==> config.mk <==
export PLATFORM = sky130hd
export DESIGN_NAME = scf_dev_flat
export DESIGN_NICKNAME = d
export VERILOG_FILES = /design/src/scf_pkg.sv /design/src/scf_if.sv /design/src/scf_fifo.sv /design/src/scf_dev.sv /design/src/flat_wrapper.sv
export VERILOG_INCLUDE_DIRS = /design/src
export SDC_FILE = /design/constraint.sdc
export NUM_CORES = 1
export LEC_CHECK = 0
export BUFFER_PORTS_ARGS = -buffer_cell sky130_fd_sc_hd__buf_2
export CAP_MARGIN = 20
export CELL_PAD_IN_SITES_DETAIL_PLACEMENT = 0
export CELL_PAD_IN_SITES_GLOBAL_PLACEMENT = 2
export CORE_UTILIZATION = 30
export CTS_BUF_LIST = sky130_fd_sc_hd__clkbuf_4 sky130_fd_sc_hd__clkbuf_8
export DETAILED_ROUTE_END_ITERATION = 6
export GPL_ROUTABILITY_DRIVEN = 0
export PLACE_DENSITY = 0.74
export SLEW_MARGIN = 20
export SYNTH_ARGS = -nofsm -noshare
export SYNTH_HDL_FRONTEND = slang
export SYNTH_HIERARCHICAL = 1
export SYNTH_SLANG_ARGS = --single-unit
==> constraint.sdc <==
create_clock -name clk_sys -period 2.2 [get_ports clk_sys]
set_input_delay 0.44 -clock clk_sys [delete_from_list [all_inputs] [get_ports clk_sys]]
set_output_delay 0.44 -clock clk_sys [all_outputs]
set_load 0.01 [all_outputs]
==> src/scf_params.svh <==
// Constants of the stream channel
`ifndef SCF_PARAMS_SVH
`define SCF_PARAMS_SVH
// How it works
// One producer and one consumer per channel
// Boundary channel: FIFO port, optional handshake port
// Local channel is always an internal FIFO
// One-sided global channel becomes a boundary port
// Two-sided global channel is an internal FIFO
// Word width equals total element width
// Blocking pop stalls empty, push stalls full
// Handshake transfer stalls until both sides meet
// Pops return oldest word, each once
// Try push: success enqueues, failure changes nothing
// Try pop: success dequeues, failure changes nothing
// Full set exactly when no free entry
// Empty set whenever nothing stored
// Handshake port users issue blocking transfers only
// Try accesses only on plain FIFO ports
// Depth defaults to one, configurable larger
// Reset empties FIFO, empty high, full low
`define SCF_WIDTH_DEF 32
`define SCF_DEPTH_DEF 1
`define SCF_STAGE_DEPTH 32
`define SCF_CNT_W 16
`define SCF_FULL_RST 1'b0
`define SCF_EMPTY_RST 1'b1
`define SCF_PULSE_RST 1'b0
`endif

==> src/scf_pkg.sv <==
// Types of the stream channel
`default_nettype none
package scf_pkg;
  typedef enum logic [1:0] {
    SCF_PROTO_FIFO = 2'h1,
    SCF_PROTO_HS = 2'h2
  } scf_proto_type;
  typedef enum logic [2:0] {
    SCF_PLACE_LOCAL = 3'h1,
    SCF_PLACE_SHARED = 3'h2,
    SCF_PLACE_PORT = 3'h4
  } scf_place_type;
  typedef enum logic [2:0] {
    SCF_ST_IDLE = 3'h1,
    SCF_ST_REQ = 3'h2,
    SCF_ST_GAP = 3'h4
  } scf_host_state_type;
endpackage : scf_pkg
`default_nettype wire

==> src/scf_if.sv <==
// Carrier between producer end and channel end
`include "scf_params.svh"
`default_nettype none
interface scf_if #(
  parameter int WIDTH = `SCF_WIDTH_DEF
);
  logic push_req;
  logic push_try;
  logic [WIDTH-1:0] push_data;
  logic push_done;
  logic push_ok;
  logic full;
  logic empty;
  modport dev (
    input push_req, push_try, push_data,
    output push_done, push_ok, full, empty
  );
  modport prod (
    output push_req, push_try, push_data,
    input push_done, push_ok, full, empty
  );
endinterface : scf_if
`default_nettype wire

==> src/scf_fifo.sv <==
// Parameterised FIFO with registered flags
`include "scf_params.svh"
`default_nettype none
module scf_fifo
  import scf_pkg::*;
#(
  parameter int WIDTH = `SCF_WIDTH_DEF,
  parameter int DEPTH = `SCF_DEPTH_DEF,
  parameter int CW = $clog2(DEPTH + 1)
) (
  input wire logic clk_sys,
  input wire logic rstn,
  input wire logic in_valid,
  output logic in_ready_r,
  input wire logic [WIDTH-1:0] in_data,
  output logic out_valid_r,
  input wire logic out_ready,
  output logic [WIDTH-1:0] out_data,
  output logic full_r,
  output logic empty_r,
  output logic [CW-1:0] count_r
);
  localparam int AW = (DEPTH > 1) ? $clog2(DEPTH) : 1;
  localparam logic [AW-1:0] LAST = AW'(DEPTH - 1);
  localparam logic [CW-1:0] CAP = CW'(DEPTH);

  logic [WIDTH-1:0] mem_r [DEPTH];
  logic [AW-1:0] wr_ptr_r;
  logic [AW-1:0] rd_ptr_r;
  logic [CW-1:0] count_nxt;
  logic do_wr;
  logic do_rd;

  assign do_wr = in_valid && in_ready_r;
  assign do_rd = out_ready && out_valid_r;
  assign count_nxt = count_r + CW'(do_wr) - CW'(do_rd);
  assign out_data = mem_r[rd_ptr_r];

  // Storage, one write port per entry
  for (genvar i = 0; i < DEPTH; i++) begin : g_ent
    always_ff @(posedge clk_sys) begin
      if (do_wr && wr_ptr_r == AW'(i)) begin
        mem_r[i] <= in_data;
      end
    end
  end

  // Pointers wrap at the last entry
  always_ff @(posedge clk_sys or negedge rstn) begin
    if (!rstn) begin
      wr_ptr_r <= '0;
      rd_ptr_r <= '0;
    end else begin
      if (do_wr) begin
        wr_ptr_r <= (wr_ptr_r == LAST) ? '0 : wr_ptr_r + 1'b1;
      end
      if (do_rd) begin
        rd_ptr_r <= (rd_ptr_r == LAST) ? '0 : rd_ptr_r + 1'b1;
      end
    end
  end

  // Occupancy and flags
  always_ff @(posedge clk_sys or negedge rstn) begin
    if (!rstn) begin
      count_r <= '0;
      full_r <= `SCF_FULL_RST;
      empty_r <= `SCF_EMPTY_RST;
      in_ready_r <= 1'b1;
      out_valid_r <= 1'b0;
    end else begin
      count_r <= count_nxt;
      full_r <= (count_nxt == CAP);
      empty_r <= (count_nxt == '0);
      in_ready_r <= (count_nxt != CAP);
      out_valid_r <= (count_nxt != '0);
    end
  end
endmodule : scf_fifo
`default_nettype wire

==> src/scf_dev.sv <==
// Channel end: stores or hands over words to one consumer
`include "scf_params.svh"
`default_nettype none
module scf_dev
  import scf_pkg::*;
#(
  parameter int WIDTH = `SCF_WIDTH_DEF,
  parameter int DEPTH = `SCF_DEPTH_DEF,
  parameter scf_proto_type PROTO = SCF_PROTO_FIFO,
  parameter scf_place_type PLACE = SCF_PLACE_LOCAL,
  parameter int CW = $clog2(DEPTH + 1)
) (
  input wire logic clk_sys,
  input wire logic rstn,
  scf_if.dev chan,
  input wire logic pop_req,
  input wire logic pop_try,
  output logic pop_done_r,
  output logic pop_ok_r,
  output logic [WIDTH-1:0] pop_data_r,
  output logic pop_empty,
  output logic push_full,
  output logic [CW-1:0] level_r,
  output logic hs_mode_r,
  output logic [`SCF_CNT_W-1:0] push_fail_cnt_r,
  output logic [`SCF_CNT_W-1:0] pop_fail_cnt_r
);
  // Only a one-sided global channel may leave as a port;
  // local and two-sided channels always stay a plain FIFO
  localparam scf_proto_type EFF =
    (PLACE == SCF_PLACE_PORT) ? PROTO : SCF_PROTO_FIFO;
  localparam logic USE_HS = (EFF == SCF_PROTO_HS);

  logic push_done_r;
  logic push_ok_r;
  logic f_in_ready;
  logic f_out_valid;
  logic [WIDTH-1:0] f_data;
  logic [CW-1:0] f_count;
  logic push_take;
  logic push_wr;
  logic push_fail;
  logic pop_take;
  logic pop_rd;
  logic pop_fail;
  logic hs_xfer;

  // Storage for the FIFO form of the channel
  scf_fifo #(
    .WIDTH(WIDTH),
    .DEPTH(DEPTH)
  ) u_store (
    .clk_sys(clk_sys),
    .rstn(rstn),
    .in_valid(push_wr),
    .in_ready_r(f_in_ready),
    .in_data(chan.push_data),
    .out_valid_r(f_out_valid),
    .out_ready(pop_rd),
    .out_data(f_data),
    .full_r(push_full),
    .empty_r(pop_empty),
    .count_r(f_count)
  );

  assign chan.full = push_full;
  assign chan.empty = pop_empty;
  assign chan.push_done = push_done_r;
  assign chan.push_ok = push_ok_r;

  // Push side: one producer, one request answered at a time.
  // A blocking request waits for space, a try is answered at once.
  assign push_take = !USE_HS && chan.push_req && !push_done_r &&
                     (chan.push_try || f_in_ready);
  assign push_wr = push_take && f_in_ready;
  assign push_fail = push_take && !f_in_ready;

  // Pop side, mirrored
  assign pop_take = !USE_HS && pop_req && !pop_done_r &&
                    (pop_try || f_out_valid);
  assign pop_rd = pop_take && f_out_valid;
  assign pop_fail = pop_take && !f_out_valid;

  // Handshake form: a word moves only when both sides ask;
  // try flags are ignored since such users block
  assign hs_xfer = USE_HS && chan.push_req && pop_req &&
                   !push_done_r && !pop_done_r;

  // Push answer
  always_ff @(posedge clk_sys or negedge rstn) begin
    if (!rstn) begin
      push_done_r <= `SCF_PULSE_RST;
      push_ok_r <= `SCF_PULSE_RST;
    end else begin
      push_done_r <= push_take || hs_xfer;
      push_ok_r <= push_wr || hs_xfer;
    end
  end

  // Pop answer
  always_ff @(posedge clk_sys or negedge rstn) begin
    if (!rstn) begin
      pop_done_r <= `SCF_PULSE_RST;
      pop_ok_r <= `SCF_PULSE_RST;
    end else begin
      pop_done_r <= pop_take || hs_xfer;
      pop_ok_r <= pop_rd || hs_xfer;
    end
  end

  // Delivered word, held until the next successful pop
  always_ff @(posedge clk_sys or negedge rstn) begin
    if (!rstn) begin
      pop_data_r <= '0;
    end else if (pop_rd) begin
      pop_data_r <= f_data;
    end else if (hs_xfer) begin
      pop_data_r <= chan.push_data;
    end
  end

  // Occupancy and mode as seen by the consumer
  always_ff @(posedge clk_sys or negedge rstn) begin
    if (!rstn) begin
      level_r <= '0;
      hs_mode_r <= 1'b0;
    end else begin
      level_r <= f_count;
      hs_mode_r <= USE_HS;
    end
  end

  // Refused try counts, saturating
  always_ff @(posedge clk_sys or negedge rstn) begin
    if (!rstn) begin
      push_fail_cnt_r <= '0;
      pop_fail_cnt_r <= '0;
    end else begin
      if (push_fail && push_fail_cnt_r != '1) begin
        push_fail_cnt_r <= push_fail_cnt_r + 1'b1;
      end
      if (pop_fail && pop_fail_cnt_r != '1) begin
        pop_fail_cnt_r <= pop_fail_cnt_r + 1'b1;
      end
    end
  end
endmodule : scf_dev
`default_nettype wire

==> src/flat_wrapper.sv <==
// flat-port wrapper written by rule: the top's interface ports become plain ports
module scf_dev_flat import scf_pkg::*;
#(
  parameter int WIDTH = `SCF_WIDTH_DEF,
  parameter int DEPTH = `SCF_DEPTH_DEF,
  parameter scf_proto_type PROTO = SCF_PROTO_FIFO,
  parameter scf_place_type PLACE = SCF_PLACE_LOCAL,
  parameter int CW = $clog2(DEPTH + 1)
)
  (clk_sys, rstn, pop_req, pop_try, pop_done_r, pop_ok_r, pop_data_r, pop_empty, push_full, level_r, hs_mode_r, push_fail_cnt_r, pop_fail_cnt_r, chan_push_req, chan_push_try, chan_push_data, chan_push_done, chan_push_ok, chan_full, chan_empty);
  scf_if #(.WIDTH(WIDTH)) chan_i ();
  input wire logic clk_sys;
  input wire logic rstn;
  input wire logic pop_req;
  input wire logic pop_try;
  output logic pop_done_r;
  output logic pop_ok_r;
  output logic [WIDTH-1:0] pop_data_r;
  output logic pop_empty;
  output logic push_full;
  output logic [CW-1:0] level_r;
  output logic hs_mode_r;
  output logic [`SCF_CNT_W-1:0] push_fail_cnt_r;
  output logic [`SCF_CNT_W-1:0] pop_fail_cnt_r;
  input wire logic [$bits(chan_i.push_req)-1:0] chan_push_req;
  input wire logic [$bits(chan_i.push_try)-1:0] chan_push_try;
  input wire logic [$bits(chan_i.push_data)-1:0] chan_push_data;
  output wire logic [$bits(chan_i.push_done)-1:0] chan_push_done;
  output wire logic [$bits(chan_i.push_ok)-1:0] chan_push_ok;
  output wire logic [$bits(chan_i.full)-1:0] chan_full;
  output wire logic [$bits(chan_i.empty)-1:0] chan_empty;
  assign chan_i.push_req = chan_push_req;
  assign chan_i.push_try = chan_push_try;
  assign chan_i.push_data = chan_push_data;
  assign chan_push_done = chan_i.push_done;
  assign chan_push_ok = chan_i.push_ok;
  assign chan_full = chan_i.full;
  assign chan_empty = chan_i.empty;
  scf_dev #(.WIDTH(WIDTH), .DEPTH(DEPTH), .PROTO(PROTO), .PLACE(PLACE), .CW(CW)) u_core (.clk_sys(clk_sys), .rstn(rstn), .chan(chan_i), .pop_req(pop_req), .pop_try(pop_try), .pop_done_r(pop_done_r), .pop_ok_r(pop_ok_r), .pop_data_r(pop_data_r), .pop_empty(pop_empty), .push_full(push_full), .level_r(level_r), .hs_mode_r(hs_mode_r), .push_fail_cnt_r(push_fail_cnt_r), .pop_fail_cnt_r(pop_fail_cnt_r));
endmodule
; ---- After elaboration in Yosys (flattened, before gate mapping)
; Memory sizes are Yosys's and may differ from the RTL's. A register that Yosys moved wholly into a read port is not among the register bits.
; Index checks and enable logic that the tools add are counted.
; W data, S select, Z words.
[op_classes]
mux = 3
reduce_logical = 20
n_addsub = 5
n_eq_ne = 2
n_bitwise = 2
[ops]
columns = cell, count
row1 = $add A16 B1 Y16 const B, 2
row2 = $ne A16 B16 Y1 const B, 2
row3 = $logic_and A1 B1 Y1, 13
row4 = $logic_not A1 Y1, 5
row5 = $mux W1, 3
row6 = $logic_or A1 B1 Y1, 2
row7 = $not A1 Y1, 2
row8 = $add A1 B1 Y1, 1
row9 = $add A1 B1 Y1 const B, 1
row10 = $sub A1 B1 Y1, 1
[totals]
n_memories = 1
inputBits = 38
wordCells = 43
mem_bits_rw = 32
reg_bits = 40
[memory_table]
columns = memory, depth, word_bits, rd, rd_clocked_by_memory_dff, wr, line
row1 = u_core.u_store.mem_r, 1, 32, 1, 1, 1, scf_fifo.sv:27  ; logic [WIDTH-1:0] mem_r [DEPTH];

; ---- Depth between registers and ports, before layout
; Gate-level depths: netlist of the first run.
[logic_depth]
word_depth = 8
ltp_mapped = 6

; ---- Hierarchy
; The synthesis of the first run kept the hierarchy.
[modules_own_cells]
columns = module, area_per_inst_um2, cells_each, instances
row1 = scf_dev, 2994.1, 230, 1
row2 = scf_fifo, 1073.5, 42, 1

; ---- Least setup slack after synthesis of the first run
; OpenSTA, ideal clock, no wires.
[synth_path]
kind = reg2reg
start = register u_core.u_store.in_ready_r
end = memory u_core/u_store/mem_r[0][0] (netlist name) (enable)
n_path_buf = 1
path_stages_with_launch = 5
slack_ns = 0.230
arrival_time_ns = 1.583
path_cell_list = dfstp_2 > buf_4 > and3b_1 > nand2_1 > inv_1
[synth_between]
elab_chain_len = 7
[synth_lines]
columns = item, line
row1 = start: declaration, scf_fifo.sv:14  ; output logic in_ready_r,
row2 = start signal: assignment, scf_fifo.sv:75  ; in_ready_r <= (count_nxt != CAP);
row3 = $logic_or A1 B1 Y1, scf_dev.sv:74  ; (chan.push_try || f_in_ready);
row4 = $logic_and A1 B1 Y1, scf_dev.sv:73  ; assign push_take = !USE_HS && chan.push_req && !push_done_r &&
row5 = $logic_and A1 B1 Y1 (*), scf_dev.sv:75  ; assign push_wr = push_take && f_in_ready;
row6 = net u_core.push_wr, scf_dev.sv:41  ; logic push_wr;
row7 = $logic_and A1 B1 Y1 (*), scf_fifo.sv:34  ; assign do_wr = in_valid && in_ready_r;
row8 = net u_core.u_store.do_wr, scf_fifo.sv:31  ; logic do_wr;
row9 = $logic_and A1 B1 Y1 (*), scf_fifo.sv:42  ; if (do_wr && wr_ptr_r == AW'(i)) begin
row10 = $mux W1 (*), scf_fifo.sv:42
row11 = $mux W1 (not written as such) (*), scf_fifo.sv:43  ; mem_r[i] <= in_data;
row12 = end: declaration, scf_fifo.sv:27
; The timed path passes the listed nets; every way through them passes the cells marked *.

==> results of run 1 <==
[flip-flops by register name, summed over array words and instances, names as in the netlist, 16 cells and up]
signal	cells
u_core/pop_fail_cnt_r	16
u_core/push_fail_cnt_r	16
u_core/pop_data_r	32
u_core/u_store/mem_r	32
[final timing paths]
path                                          endpoint                         from  cells after the start
max reg2reg                  u_core/pop_fail_cnt_r[15]       u_core/u_store/count_r                      4
min reg2reg                      u_core/pop_data_r[19]  u_core/u_store/mem_r[0][19]                      1
min                              u_core/pop_data_r[10]                         rstn                      1
max                          u_core/pop_fail_cnt_r[15]       u_core/u_store/count_r                      4
max in group asynchronous        u_core/pop_data_r[11]                         rstn                      2
min in group clk_sys       u_core/u_store/mem_r[0][22]           chan_push_data[22]                      1
[metrics by stage]
stage	std cells	hold WS, ns
after floorplan	272	0.144
after global placement	551	0.456
after detailed placement	551	0.464
after CTS	567	0.0505
after global routing	567	0.0657
final	567	0.0470
[cells by family (layout without fill, tap and decap cells)]
group                      count (synthesis)  after routing  synth area share [%]
AOI/OAI and AO/OA                         10             10                  1.66
xor gates and xnor gates                  29             29                  6.24
adders and majority gates                  2              2                 0.615
buffers and inverters                     14            133                  1.97
DFF                                      103            103                  67.3
muxes                                     34             34                  9.50
other                                      1              1                0.0922
and+or+nand+nor                           79             79                  12.6
[power breakdown]
group          switching, mW  total (mW)  leakage [nW]  internal, mW
Combinational          0.748        1.51          1.07         0.761
Sequential             0.349        2.89          1.18          2.54
Clock                  0.650        1.22         0.105         0.571
Total                   1.75        5.62          2.36          3.87
[metal layers]
layer / part of all wire, % / wire (um) / track usage (%) / up-vias
li1: - / - / - / 1211
met3: 5.8 / 488 / 5.02 / 12
met5: 0 / 0 / 0 / -
met1: 44 / 3680 / 15.8 / 1304
met2: 48 / 4040 / 20.2 / 67
met4: 1.7 / 146 / 4.43 / 0
[critical path: cells and delay by family, from the launching register on]
kind	cells	cell delay [ns]
xor gates and xnor gates	1	0.17
DFF	1	0.48
and+or+nand+nor	3	1.12
[area by class of cell]
cell class | instances | area share, %
clock buffer | 11 | 2.88
clock inverter | 5 | 1.12
inverter | 2 | 0.149
multi-input combinational | 155 | 24.8
sequential | 103 | 54.4
tap | 176 | 4.38
timing repair buffer | 115 | 12.2
[cells in the final DEF (no fill, tap or decap), types with 3 or more instances in the layout]
cell,Yosys,layout
nor3b_1,4,4
edfxtp_1,32,32
and3_1,5,5
nand2_1,10,10
nand3_1,9,9
buf_2,4,109
and4_1,3,3
buf_4,6,4
mux2_2,33,33
nand4_1,10,10
nor2_1,7,7
xor2_1,28,28
dfrtp_1,70,70
nor3_1,13,13
o21ai_0,4,4
clkbuf_8,0,10
==> metrics.md, run 1 <==
| Metric | Value |
|---|---|
| Outcome | finished, violations left |
| Failing checks | design-rule violations |
| Max Slew Vio Count | 0 |
| Dpl ws | between 0.3 and 0.4 ns |
| Class of the worst hold path | primary input to asynchronous set/reset pin |
| Die Y | ~120 um |
| Clk_skew | 0.00868 ns |
| Mean Syn Cell Area | 15.0 um2 |
| Worst vdd ir | 0.489 mV |
| Post-CTS setup buffers | 0 |
| Startpoint types | flop |
| CP max FO | 7 |
| Die width | 118 um |
| Cell area after synthesis | 4070 um2 |
| 1st-pass router iterations | 6 |
| EDFF count, synth | 32 |
| Share of layout cells above drive strength 1 | 44.5% |
| Tot Pwr | 5.62 mW |
| Critical Path RT | 2.51 ns |
| Max incr delay on CP | around 0.48 ns |
| Multi-input logic area | 1250 um2 |
| Most numerous cell in the Yosys netlist | dfrtp_1 |
| Max Fclk | between 500 and 600 MHz |
| Syn nets | 312 |
| Placed Area | 4830 um2 |
| Routed WL per cell | 14.7 um |
| Crit-path cells | and4bb_2, nand3_1, nor4b_1, xor2_1 |
| P&R area growth vs syn | 23.7% |
| Global Route Usage Sum | between 10% and 20% |
| Worst-Skew Late Latency | 0.38 ns |
| Pin count of the biggest net entering global routing | 43 |
| Setup TNS | 0 ns |
| Vias | 2594 |
| I/O pin count | 112 |
| RSZ-0062 raised after global routing | false |
| Arrival @ worst endpoint | 2.14 ns |
| Root Buffer | clkbuf_8 |
| Total Die Area | about 14000 um2 |
| CTS H-Tree Depth | 3 |
| Dpl hpwl | a little under 6000 um |
| Warnings from Yosys | 6 |
| Final hold viol count | 0 |
| Num CTS Buffers | 9 |
| Drt first-iter violations | 138 |
| Gates resized, CTS repair | 0 |
| Initial antenna violation count | 0 |
| Reg-to-reg slack, setup | 0.37 ns |
| WS Path Type | flop to flop |
| Cells after synthesis | 272 |
| Cell Rows | 42 |
| Fin util | a little under two fifths |
| Slew margin rel. | 61.9% |
| Cell area after layout | ~5000 um2 |
| Antenna Nets Post-Route | 0 |
| Cell variety after synth | 42 |
| Final min period | 1.83 ns |
| CP endpoint kind | flop |
| CP max stage cell | dfrtp_1 |
| Tcrit/Tclk final | a little over four fifths |
| Ys async rst share | 68.9% |
| Synth top area share | 43.1% |
| Diode count | 0 |
| Post-synth top area cell | dfrtp_1 |
| Post-CTS Hold Fix Bufs | 0 |
| Vias in the first global route | between 2000 and 3000 |
| GRT overflow | 0 |
| FF+latch count, synth | ~100 |
| Final setup fails | 0 |
| Via density | 4.57 |
| Lkg Pwr | 2.36 nW |
| Drc violations | 2 |
| Synth area leaders | dfrtp_1 43%, edfxtp_1 24%, mux2_2 9.1% |
| First-pass GRT wire length | 13600 um |
| Layout net count | 426 |
| Clk slew on worst S/H paths | approximately 0.090 ns |
| Max cap viols | 0 |
| Drt total wl | 8350 um |
| Initial Util | about 31% |
| Post-synthesis sequential area ratio | 67.3% |
| Port Buffers | 110 |
| Post-synth top cells | 70 x dfrtp_1, 33 x mux2_2, 32 x edfxtp_1 |
| CTS tree | built |
| Top FF cell, synth | dfrtp_1 |
| Deepest clock path buffer count | 2 |
| PD cells | approximately 1100 nW/um2 |
| Sequential Area | 2740 um2 |
| # fillers | 1307 |
| Core area | around 13000 um2 |
| Sink Count | a little over 100 |
| Worst-Margin Slew | 0.571 ns |
| Final worst setup slack | 0.366 ns |
Power figures use the tool's default switching activity.
==> run 2: changes to the inputs <==
==> constraint.sdc (replaced) <==
create_clock -name clk_sys -period 1.71 [get_ports clk_sys]
set_input_delay 0.342 -clock clk_sys [delete_from_list [all_inputs] [get_ports clk_sys]]
set_output_delay 0.342 -clock clk_sys [all_outputs]
set_load 0.01 [all_outputs]
==> run 2 against run 1 <==
The flow still finishes with violations (design-rule violations). Combinational power increased by 46%. Sequential power is 25% higher. Setup slack got worse by 0.26 ns. Sequential share of layout area decreased by 2.1 points. Flip-flop and latch count unchanged. Routed wire length rose by 4.0%. Via count rose by 3.0%. Design area rose by 4.0%. Register-to-register slack got worse by 0.26 ns. Non-clock buffer count grew 24. Hold slack gained 0.090 ns. Critical path type unchanged. Largest cell class unchanged.
==> metrics.md, run 2 (synthesis gave the netlist of run 1 again) <==
| Metric | Value |
|---|---|
| Antenna Nets Post-Route | 0 (unchanged) |
| Hold Startpoint | chan_push_data[31] |
| Port Buffers | 110 (unchanged) |
| P_int | 5.10 mW (+32%) |
| Worst hold endpoint | u_core/u_store/mem_r[0][31] |
| # fillers | 1323 (+1.2%) |
| Via density | 4.52 (-1.2%) |
| Failing checks | design-rule violations |
| Crit-path cells | nand4_1, buf_4, or3_1, nor3_1, xor2_1 |
| Hold Path Cell Cnt | 1 |
| Routed WL per cell | 14.7 um (-0.26%) |
| Drt total wl | 8680 um (+4.0%) |
| Final setup fails | 0 (unchanged) |
| Dpl hpwl | 6140 um (+5.0%) |
| Num CTS Buffers | 9 (unchanged) |
| Reg-to-reg slack, setup | 0.11 ns (-0.26 ns) |
| Comb pwr share | 29.9% (+3.0 points) |
| Share of layout cells above drive strength 1 | 48.0% (+3.5 points) |
| Sw Share | 31.0% (-0.13 points) |
| CP max stage cell | dfrtp_1 |
| Vias | 2672 (+3.0%) |
| GRT overflow | 0 (unchanged) |
| Vias in the first global route | 2776 (+8.4%) |
| Buf+Inv Stages, Crit Path | 1 (+1) |
| Global Route Usage Sum | 13.3% (+0.54 points) |
| CTS tree | built |
| Placed Area | 5020 um2 (+3.9%) |
| Layout net count | 450 (+5.6%) |
| Post-CTS setup buffers | 0 (unchanged) |
| PD cells | 1410 nW/um2 (+27%) |
| Die width | 118 um (unchanged) |
| Critical Path RT | 2.01 ns (-0.50 ns) |
| Sink Count | 103 (unchanged) |
| R2R Path Start | u_core/push_fail_cnt_r[10] |
| Tot Pwr | 7.39 mW (+32%) |
| Drc violations | 2 (unchanged) |
| Core area | 13200 um2 (unchanged) |
| Class of the worst hold path | primary input to flop |
| Max cap viols | 0 (unchanged) |
| Cell area after layout | 5230 um2 (+4.0%) |
| Multi-input logic area | 1250 um2 (unchanged) |
| First-pass GRT wire length | 14300 um (+5.0%) |
| Metal1 wirelength | 3830 um (+4.2%) |
| Clk slew on worst S/H paths | 0.10 ns (about the same) |
| Dpl ws | 0.127 ns (-0.264 ns) |
| Arrival @ worst endpoint | 1.90 ns (-0.24 ns) |
| Routed wl met3 | 340 um (-30%) |
| Pin count of the biggest net entering global routing | 34 (-21%) |
| Startpoint types | flop |
| CP max FO | 4 (-3) |
| Lkg Pwr | 2.48 nW (+4.9%) |
| CP endpoint kind | flop |
| WS Path Type | flop to flop |
| I/O pin count | 112 (unchanged) |
| Drt first-iter violations | 82 (-41%) |
| Outcome | finished, violations left |
| Final worst setup slack | 0.106 ns (-0.260 ns) |
| Deepest clock path buffer count | 2 (unchanged) |
| WHS | 0.137 ns (+0.0902 ns) |
| R2R depth | 5 (+1) |
| Terminus of the critical flop-to-flop path | u_core/push_fail_cnt_r[14] |
| CTS H-Tree Depth | 3 (unchanged) |
| Setup TNS | 0 ns (unchanged) |
| RSZ-0062 raised after global routing | false |
| Max Slew Vio Count | 0 (unchanged) |
| Clk_skew | 0.00944 ns (+0.000761 ns) |
| Total Die Area | 14000 um2 (unchanged) |
| Crit-path leading delay family | simple AND/OR/NAND/NOR gates |
| P&R area growth vs syn | 28.6% |
| Max Fclk | 623 MHz (+14%) |
| Most frequent cells in the layout | 109 x buf_2, 70 x dfrtp_1, 33 x mux2_2 |
| Initial antenna violation count | 0 (unchanged) |
| Top sig layer | met4 |
| Commonest non-fill, non-tap cell in the layout | buf_2 |
| Met2 WL | 4300 um (+6.5%) |
| Regs by FF count | u_core/pop_data_r: 32 flops, u_core/u_store/mem_r: 32 flops |
| Root Buffer | clkbuf_8 |
| Diode count | 0 (unchanged) |
| Cell Rows | 42 (unchanged) |
| Worst-Skew Late Latency | 0.37 ns (about the same) |
| Clock share of power | 21.2% (-0.5 points) |
| Sequential Area | 2740 um2 (unchanged) |
| Max incr delay on CP | 0.41 ns (-0.07 ns) |
| 1st-pass router iterations | 7 (+1) |
| Final min period | 1.60 ns (-0.230 ns) |
| Die Y | 118 um (unchanged) |
| Switching component of the power | 2.29 mW (+31%) |
| Final hold viol count | 0 (unchanged) |
| Sequential group share of total power | 48.9% (-2.5 points) |
| Tcrit/Tclk final | 93.8% (+10 points) |
| Worst vdd ir | 0.566 mV (+16%) |
| Initial Util | 30.7% (unchanged) |
-- run 2: timing repair --
item / CTS / global route
hold endpoints to repair: 22 / 0
endpoints found under the setup margin: 0 / 0
gates resized for setup: 0 / 0
hold buffers: 1 / 0
-- run 2: area by class of cell --
class	count	share of cell area (%)
clock buffer	12	2.80
clock inverter	4	1.05
inverter	2	0.215
multi-input combinational	155	23.9
sequential	103	52.4
tap	176	4.21
timing repair buffer	139	15.5
-- run 2: metal layers --
layer  track usage, %  up-vias
li1                 -     1257
met1             16.0     1341
met2             22.1       62
met3             3.28       12
met4             6.80        0
met5                0        -
-- run 2: metrics by stage --
step | utilization (%) | std cells
2_1_floorplan | - | 272
3_3_place_gp | 37.9 | 574
3_5_place_dp | 37.9 | 574
4_1_cts | 39.5 | 591
5_1_grt | 39.5 | 591
6_report | 39.5 | 591
-- run 2: how the worst max path moves through the flow --
stage | startpoint | endpoint | slack (ns) | cells past startpoint
after detailed placement | u_core/push_fail_cnt_r[10] | u_core/push_fail_cnt_r[14] | 0.13 | 5
after global routing | u_core/push_fail_cnt_r[14] | u_core/push_fail_cnt_r[11] | 0.02 | 5
final | u_core/push_fail_cnt_r[10] | u_core/push_fail_cnt_r[14] | 0.11 | 5
after global placement | u_core/u_store/in_ready_r | u_core/u_store/mem_r[0][8] | 0.14 | 4
after floorplan | u_core/u_store/in_ready_r | u_core/u_store/mem_r[0][0] | 0.008 | 4
after CTS | u_core/push_fail_cnt_r[10] | u_core/push_fail_cnt_r[14] | 0.1 | 5
-- run 2: power groups by stage --
| stage | Sequential (mW) | Combinational [mW] | Clock, mW |
|---|---|---|---|
| 4_1_cts | 3.63 | 2.25 | 1.65 |
| 5_1_grt | 3.71 | 2.40 | 1.74 |
| 2_1_floorplan | 3.93 | 0.941 | 0 |
| 3_5_place_dp | 3.67 | 2.24 | 0 |
| 6_report | 3.61 | 2.21 | 1.57 |
| 3_3_place_gp | 3.64 | 2.21 | 0 |
==> run 3: changes to the inputs <==
--- a/config.mk
+++ b/config.mk
@@ -6,6 +6,7 @@
 export SDC_FILE = /design/constraint.sdc
 export NUM_CORES = 1
 export LEC_CHECK = 0
+export ABC_AREA = 1
 export BUFFER_PORTS_ARGS = -buffer_cell sky130_fd_sc_hd__buf_2
 export CAP_MARGIN = 20
 export CELL_PAD_IN_SITES_DETAIL_PLACEMENT = 0
@@ -14,7 +15,7 @@
 export CTS_BUF_LIST = sky130_fd_sc_hd__clkbuf_4 sky130_fd_sc_hd__clkbuf_8
 export DETAILED_ROUTE_END_ITERATION = 6
 export GPL_ROUTABILITY_DRIVEN = 0
-export PLACE_DENSITY = 0.74
+export PLACE_DENSITY = 0.81
 export SLEW_MARGIN = 20
 export SYNTH_ARGS = -nofsm -noshare
 export SYNTH_HDL_FRONTEND = slang
==> run 3 against run 2 <==
The run still ends with design-rule violations left. Largest cell class unchanged. Sequential share of layout area decreased by 3.3 points. Critical path type unchanged. Setup slack improved by 0.046 ns. Register-to-register slack gained 0.05 ns. Largest power group unchanged. Hold slack got worse by 0.0090 ns. Routed wire length up 23%. Power up 5.6%.
==> metrics.md, run 3 <==
| Metric | Value |
|---|---|
| Outcome | finished, violations left |
| Failing checks | design-rule violations |
| Startpoint types | flop |
| Most numerous cell in the Yosys netlist | nand2_1 |
| Max cap viols | 0 (unchanged) |
| I/O pin count | 112 (unchanged) |
| Vias in the first global route | 3551 (+28%) |
| RSZ-0062 raised after global routing | false |
| Drt total wl | 10700 um (+23%) |
| Sw Share | 37.4% (+6.5 points) |
| Diode count | 0 (unchanged) |
| Total Die Area | 15600 um2 (+11%) |
| GRT overflow | 0 (unchanged) |
| Cell area after layout | 5580 um2 (+6.7%) |
| Sink Count | 103 (unchanged) |
| Post-synth top cells | 216 x nand2_1, 70 x dfrtp_1, 40 x nor2_1 |
| PD cells | 1400 nW/um2 (-0.99%) |
| Mean Syn Cell Area | 9.12 um2 (-39%) |
| Routed WL per cell | 13.1 um (-11%) |
| Cell area after synthesis | 4540 um2 (+12%) |
| Warnings from Yosys | 6 (unchanged) |
| CP endpoint kind | flop |
| Post-synthesis sequential area ratio | 60.3% (-7.0 points) |
| Root Buffer | clkbuf_8 |
| Tcrit/Tclk final | 91.1% (-2.7 points) |
| Clk_skew | 0.0109 ns (+0.00147 ns) |
| FF+latch count, synth | 103 (unchanged) |
| Clk slew on worst S/H paths | 0.11 ns (about the same) |
| Non-Filler Instances | 813 (+38%) |
| Regs by FF count | u_core/pop_data_r: 32 flops, u_core/u_store/mem_r: 32 flops |
| Comb pwr share | 32.7% (+2.8 points) |
| Synth area leaders | dfrtp_1 39%, edfxtp_1 21%, nand2_1 18% |
| Global Route Usage Sum | 14.4% (+1.1 points) |
| 1st-pass router iterations | 7 (unchanged) |
| Vias | 3575 (+34%) |
| Post-CTS Hold Fix Bufs | 1 (unchanged) |
| Via density | 4.40 (-2.7%) |
| Tot Pwr | 7.81 mW (+5.6%) |
| Met1 Track Usage GR | 17.4% (+1.4 points) |
| Die Y | 125 um (+5.6%) |
| Arrival @ worst endpoint | 1.83 ns (-0.07 ns) |
| Die width | 125 um (+5.6%) |
| Gr busiest metal | met2 |
| EDFF count, synth | 32 (unchanged) |
| Final hold viol count | 0 (unchanged) |
| Placed Area | 5390 um2 (+7.3%) |
| First-pass GRT wire length | 17700 um (+24%) |
| Worst vdd ir | 0.742 mV (+31%) |
| Dpl hpwl | 7610 um (+24%) |
| Deepest clock path buffer count | 2 (unchanged) |
| Synth top area share | 38.6% (-4.5 points) |
| Syn nets | 538 (+72%) |
| Final setup fails | 0 (unchanged) |
| Initial antenna violation count | 0 (unchanged) |
| Cell Rows | 44 (+4.8%) |
| Num CTS Buffers | 9 (unchanged) |
| Max Fclk | 642 MHz (+2.9%) |
| Switching component of the power | 2.92 mW (+28%) |
| CTS tree | built |
| P&R area growth vs syn | 22.9% |
| Gates resized, CTS repair | 0 (unchanged) |
| Clock share of power | 19.1% (-2.1 points) |
| Final min period | 1.56 ns (-0.0458 ns) |
| Drc violations | 6 (+4) |
| WS Path Type | flop to flop |
| Post-CTS setup buffers | 0 (unchanged) |
| Initial Util | 31.0% (+0.31 points) |
| Setup TNS | 0 ns (unchanged) |
| Max Slew Vio Count | 0 (unchanged) |
| Top FF cell, synth | dfrtp_1 |
| Antenna Nets Post-Route | 0 (unchanged) |
| Placed Instances | 796 (+39%) |
| Cell variety after synth | 26 (-38%) |
| Lkg Pwr | 2.72 nW (+9.7%) |
| Post-synth top area cell | dfrtp_1 |
| P_int | 4.88 mW (-4.3%) |
| Drt first-iter violations | 163 (+99%) |
| Share of layout cells above drive strength 1 | 29.1% (-19 points) |
| CP max FO | 10 (+6) |
| Pin count of the biggest net entering global routing | 72 (+110%) |
| Class of the worst hold path | primary input to flop |
| Layout net count | 664 (+48%) |
| Met2 global-route usage | 23.4% (+1.4 points) |
| GR Layer Usage met3 | 5.86% (+2.6 points) |
| WHS | 0.128 ns (-0.00904 ns) |
| Port Buffers | 110 (unchanged) |
| Critical Path RT | 1.98 ns (-0.03 ns) |
| Worst-Skew Late Latency | 0.38 ns (about the same) |
| Commonest non-fill, non-tap cell in the layout | nand2_1 |
| Most frequent cells in the layout | 216 x nand2_1, 110 x buf_2, 70 x dfrtp_1 |
| Ys async rst share | 68.9% (unchanged) |
| CTS H-Tree Depth | 3 (unchanged) |
| Sequential group share of total power | 48.2% (-0.7 points) |
| Cells after synthesis | 498 (+83%) |
| Core area | 14600 um2 (+11%) |
-- run 3: per-stage QoR --
step / setup slack (ns) / utilization, %
after global routing: 0.00152 / 38.1
after floorplan: 0.0136 / -
final: 0.152 / 38.1
after CTS: 0.129 / 38.1
after detailed placement: 0.146 / 36.8
after global placement: 0.164 / 36.8
-- run 3: cell families (layout without fill, tap and decap cells) --
kind of cell	Yosys count	in the layout	synth area share, %
xor+xnor	11	11	2.12
simple gates	307	307	28.1
flops	103	103	60.3
compound gates	22	22	3.33
fa+ha+maj	2	2	0.551
buf+inv	52	183	5.48
other cells	1	1	0.0825
-- run 3: layout make-up --
type / count / area (um2)
fillers: 1499 / 9060
flip-flops and latches: 103 / 2740
multi-input cells: 343 / 1560
repair buffers: 131 / 736
well taps: 184 / 230
clock buffers: 11 / 139
inverters: 36 / 135
clock inverters: 5 / 45.0
-- run 3: path summary, 6_finish.rpt --
path	startpoint	endpoint	slack (ns)	cells past startpoint
max in group asynchronous	rstn	u_core/u_store/in_ready_r	0.86	3
max	u_core/pop_fail_cnt_r[0]	u_core/pop_fail_cnt_r[9]	0.15	9
max reg2reg	u_core/pop_fail_cnt_r[0]	u_core/pop_fail_cnt_r[9]	0.15	9
min reg2reg	u_core/u_store/mem_r[0][1]	u_core/pop_data_r[1]	0.44	2
min in group asynchronous	rstn	u_core/pop_data_r[22]	0.51	3
min	chan_push_data[2]	u_core/u_store/mem_r[0][2]	0.13	1
-- run 3: critical path, stage by stage, from the launching register on --
cell and delay [ns]:
dfrtp_1 0.36, ha_1 0.26, inv_1 0.10, nor2_4 0.15, nand2_2 0.09, nor2_1 0.13
nor2_2 0.06, buf_4 0.18, nand2_1 0.09, o21ai_2 0.05
-- run 3: power groups by stage --
stage          combinational, mW  sequential, mW  clock (mW)
2_1_floorplan               1.21            4.06           0
3_3_place_gp                2.54            3.81           0
3_5_place_dp                2.60            3.82           0
4_1_cts                     2.60            3.78        1.57
5_1_grt                     2.87            3.87        1.67
6_report                    2.55            3.76        1.49
-- run 3: layer usage --
| layer | share of wire, % | vias to the layer above | routed length, um |
|---|---|---|---|
| li1 | - | 1807 | - |
| met1 | 44 | 1668 | 4720 |
| met2 | 48 | 88 | 5080 |
| met3 | 6.7 | 12 | 717 |
| met4 | 1.3 | 0 | 136 |
| met5 | 0 | - | 0 |
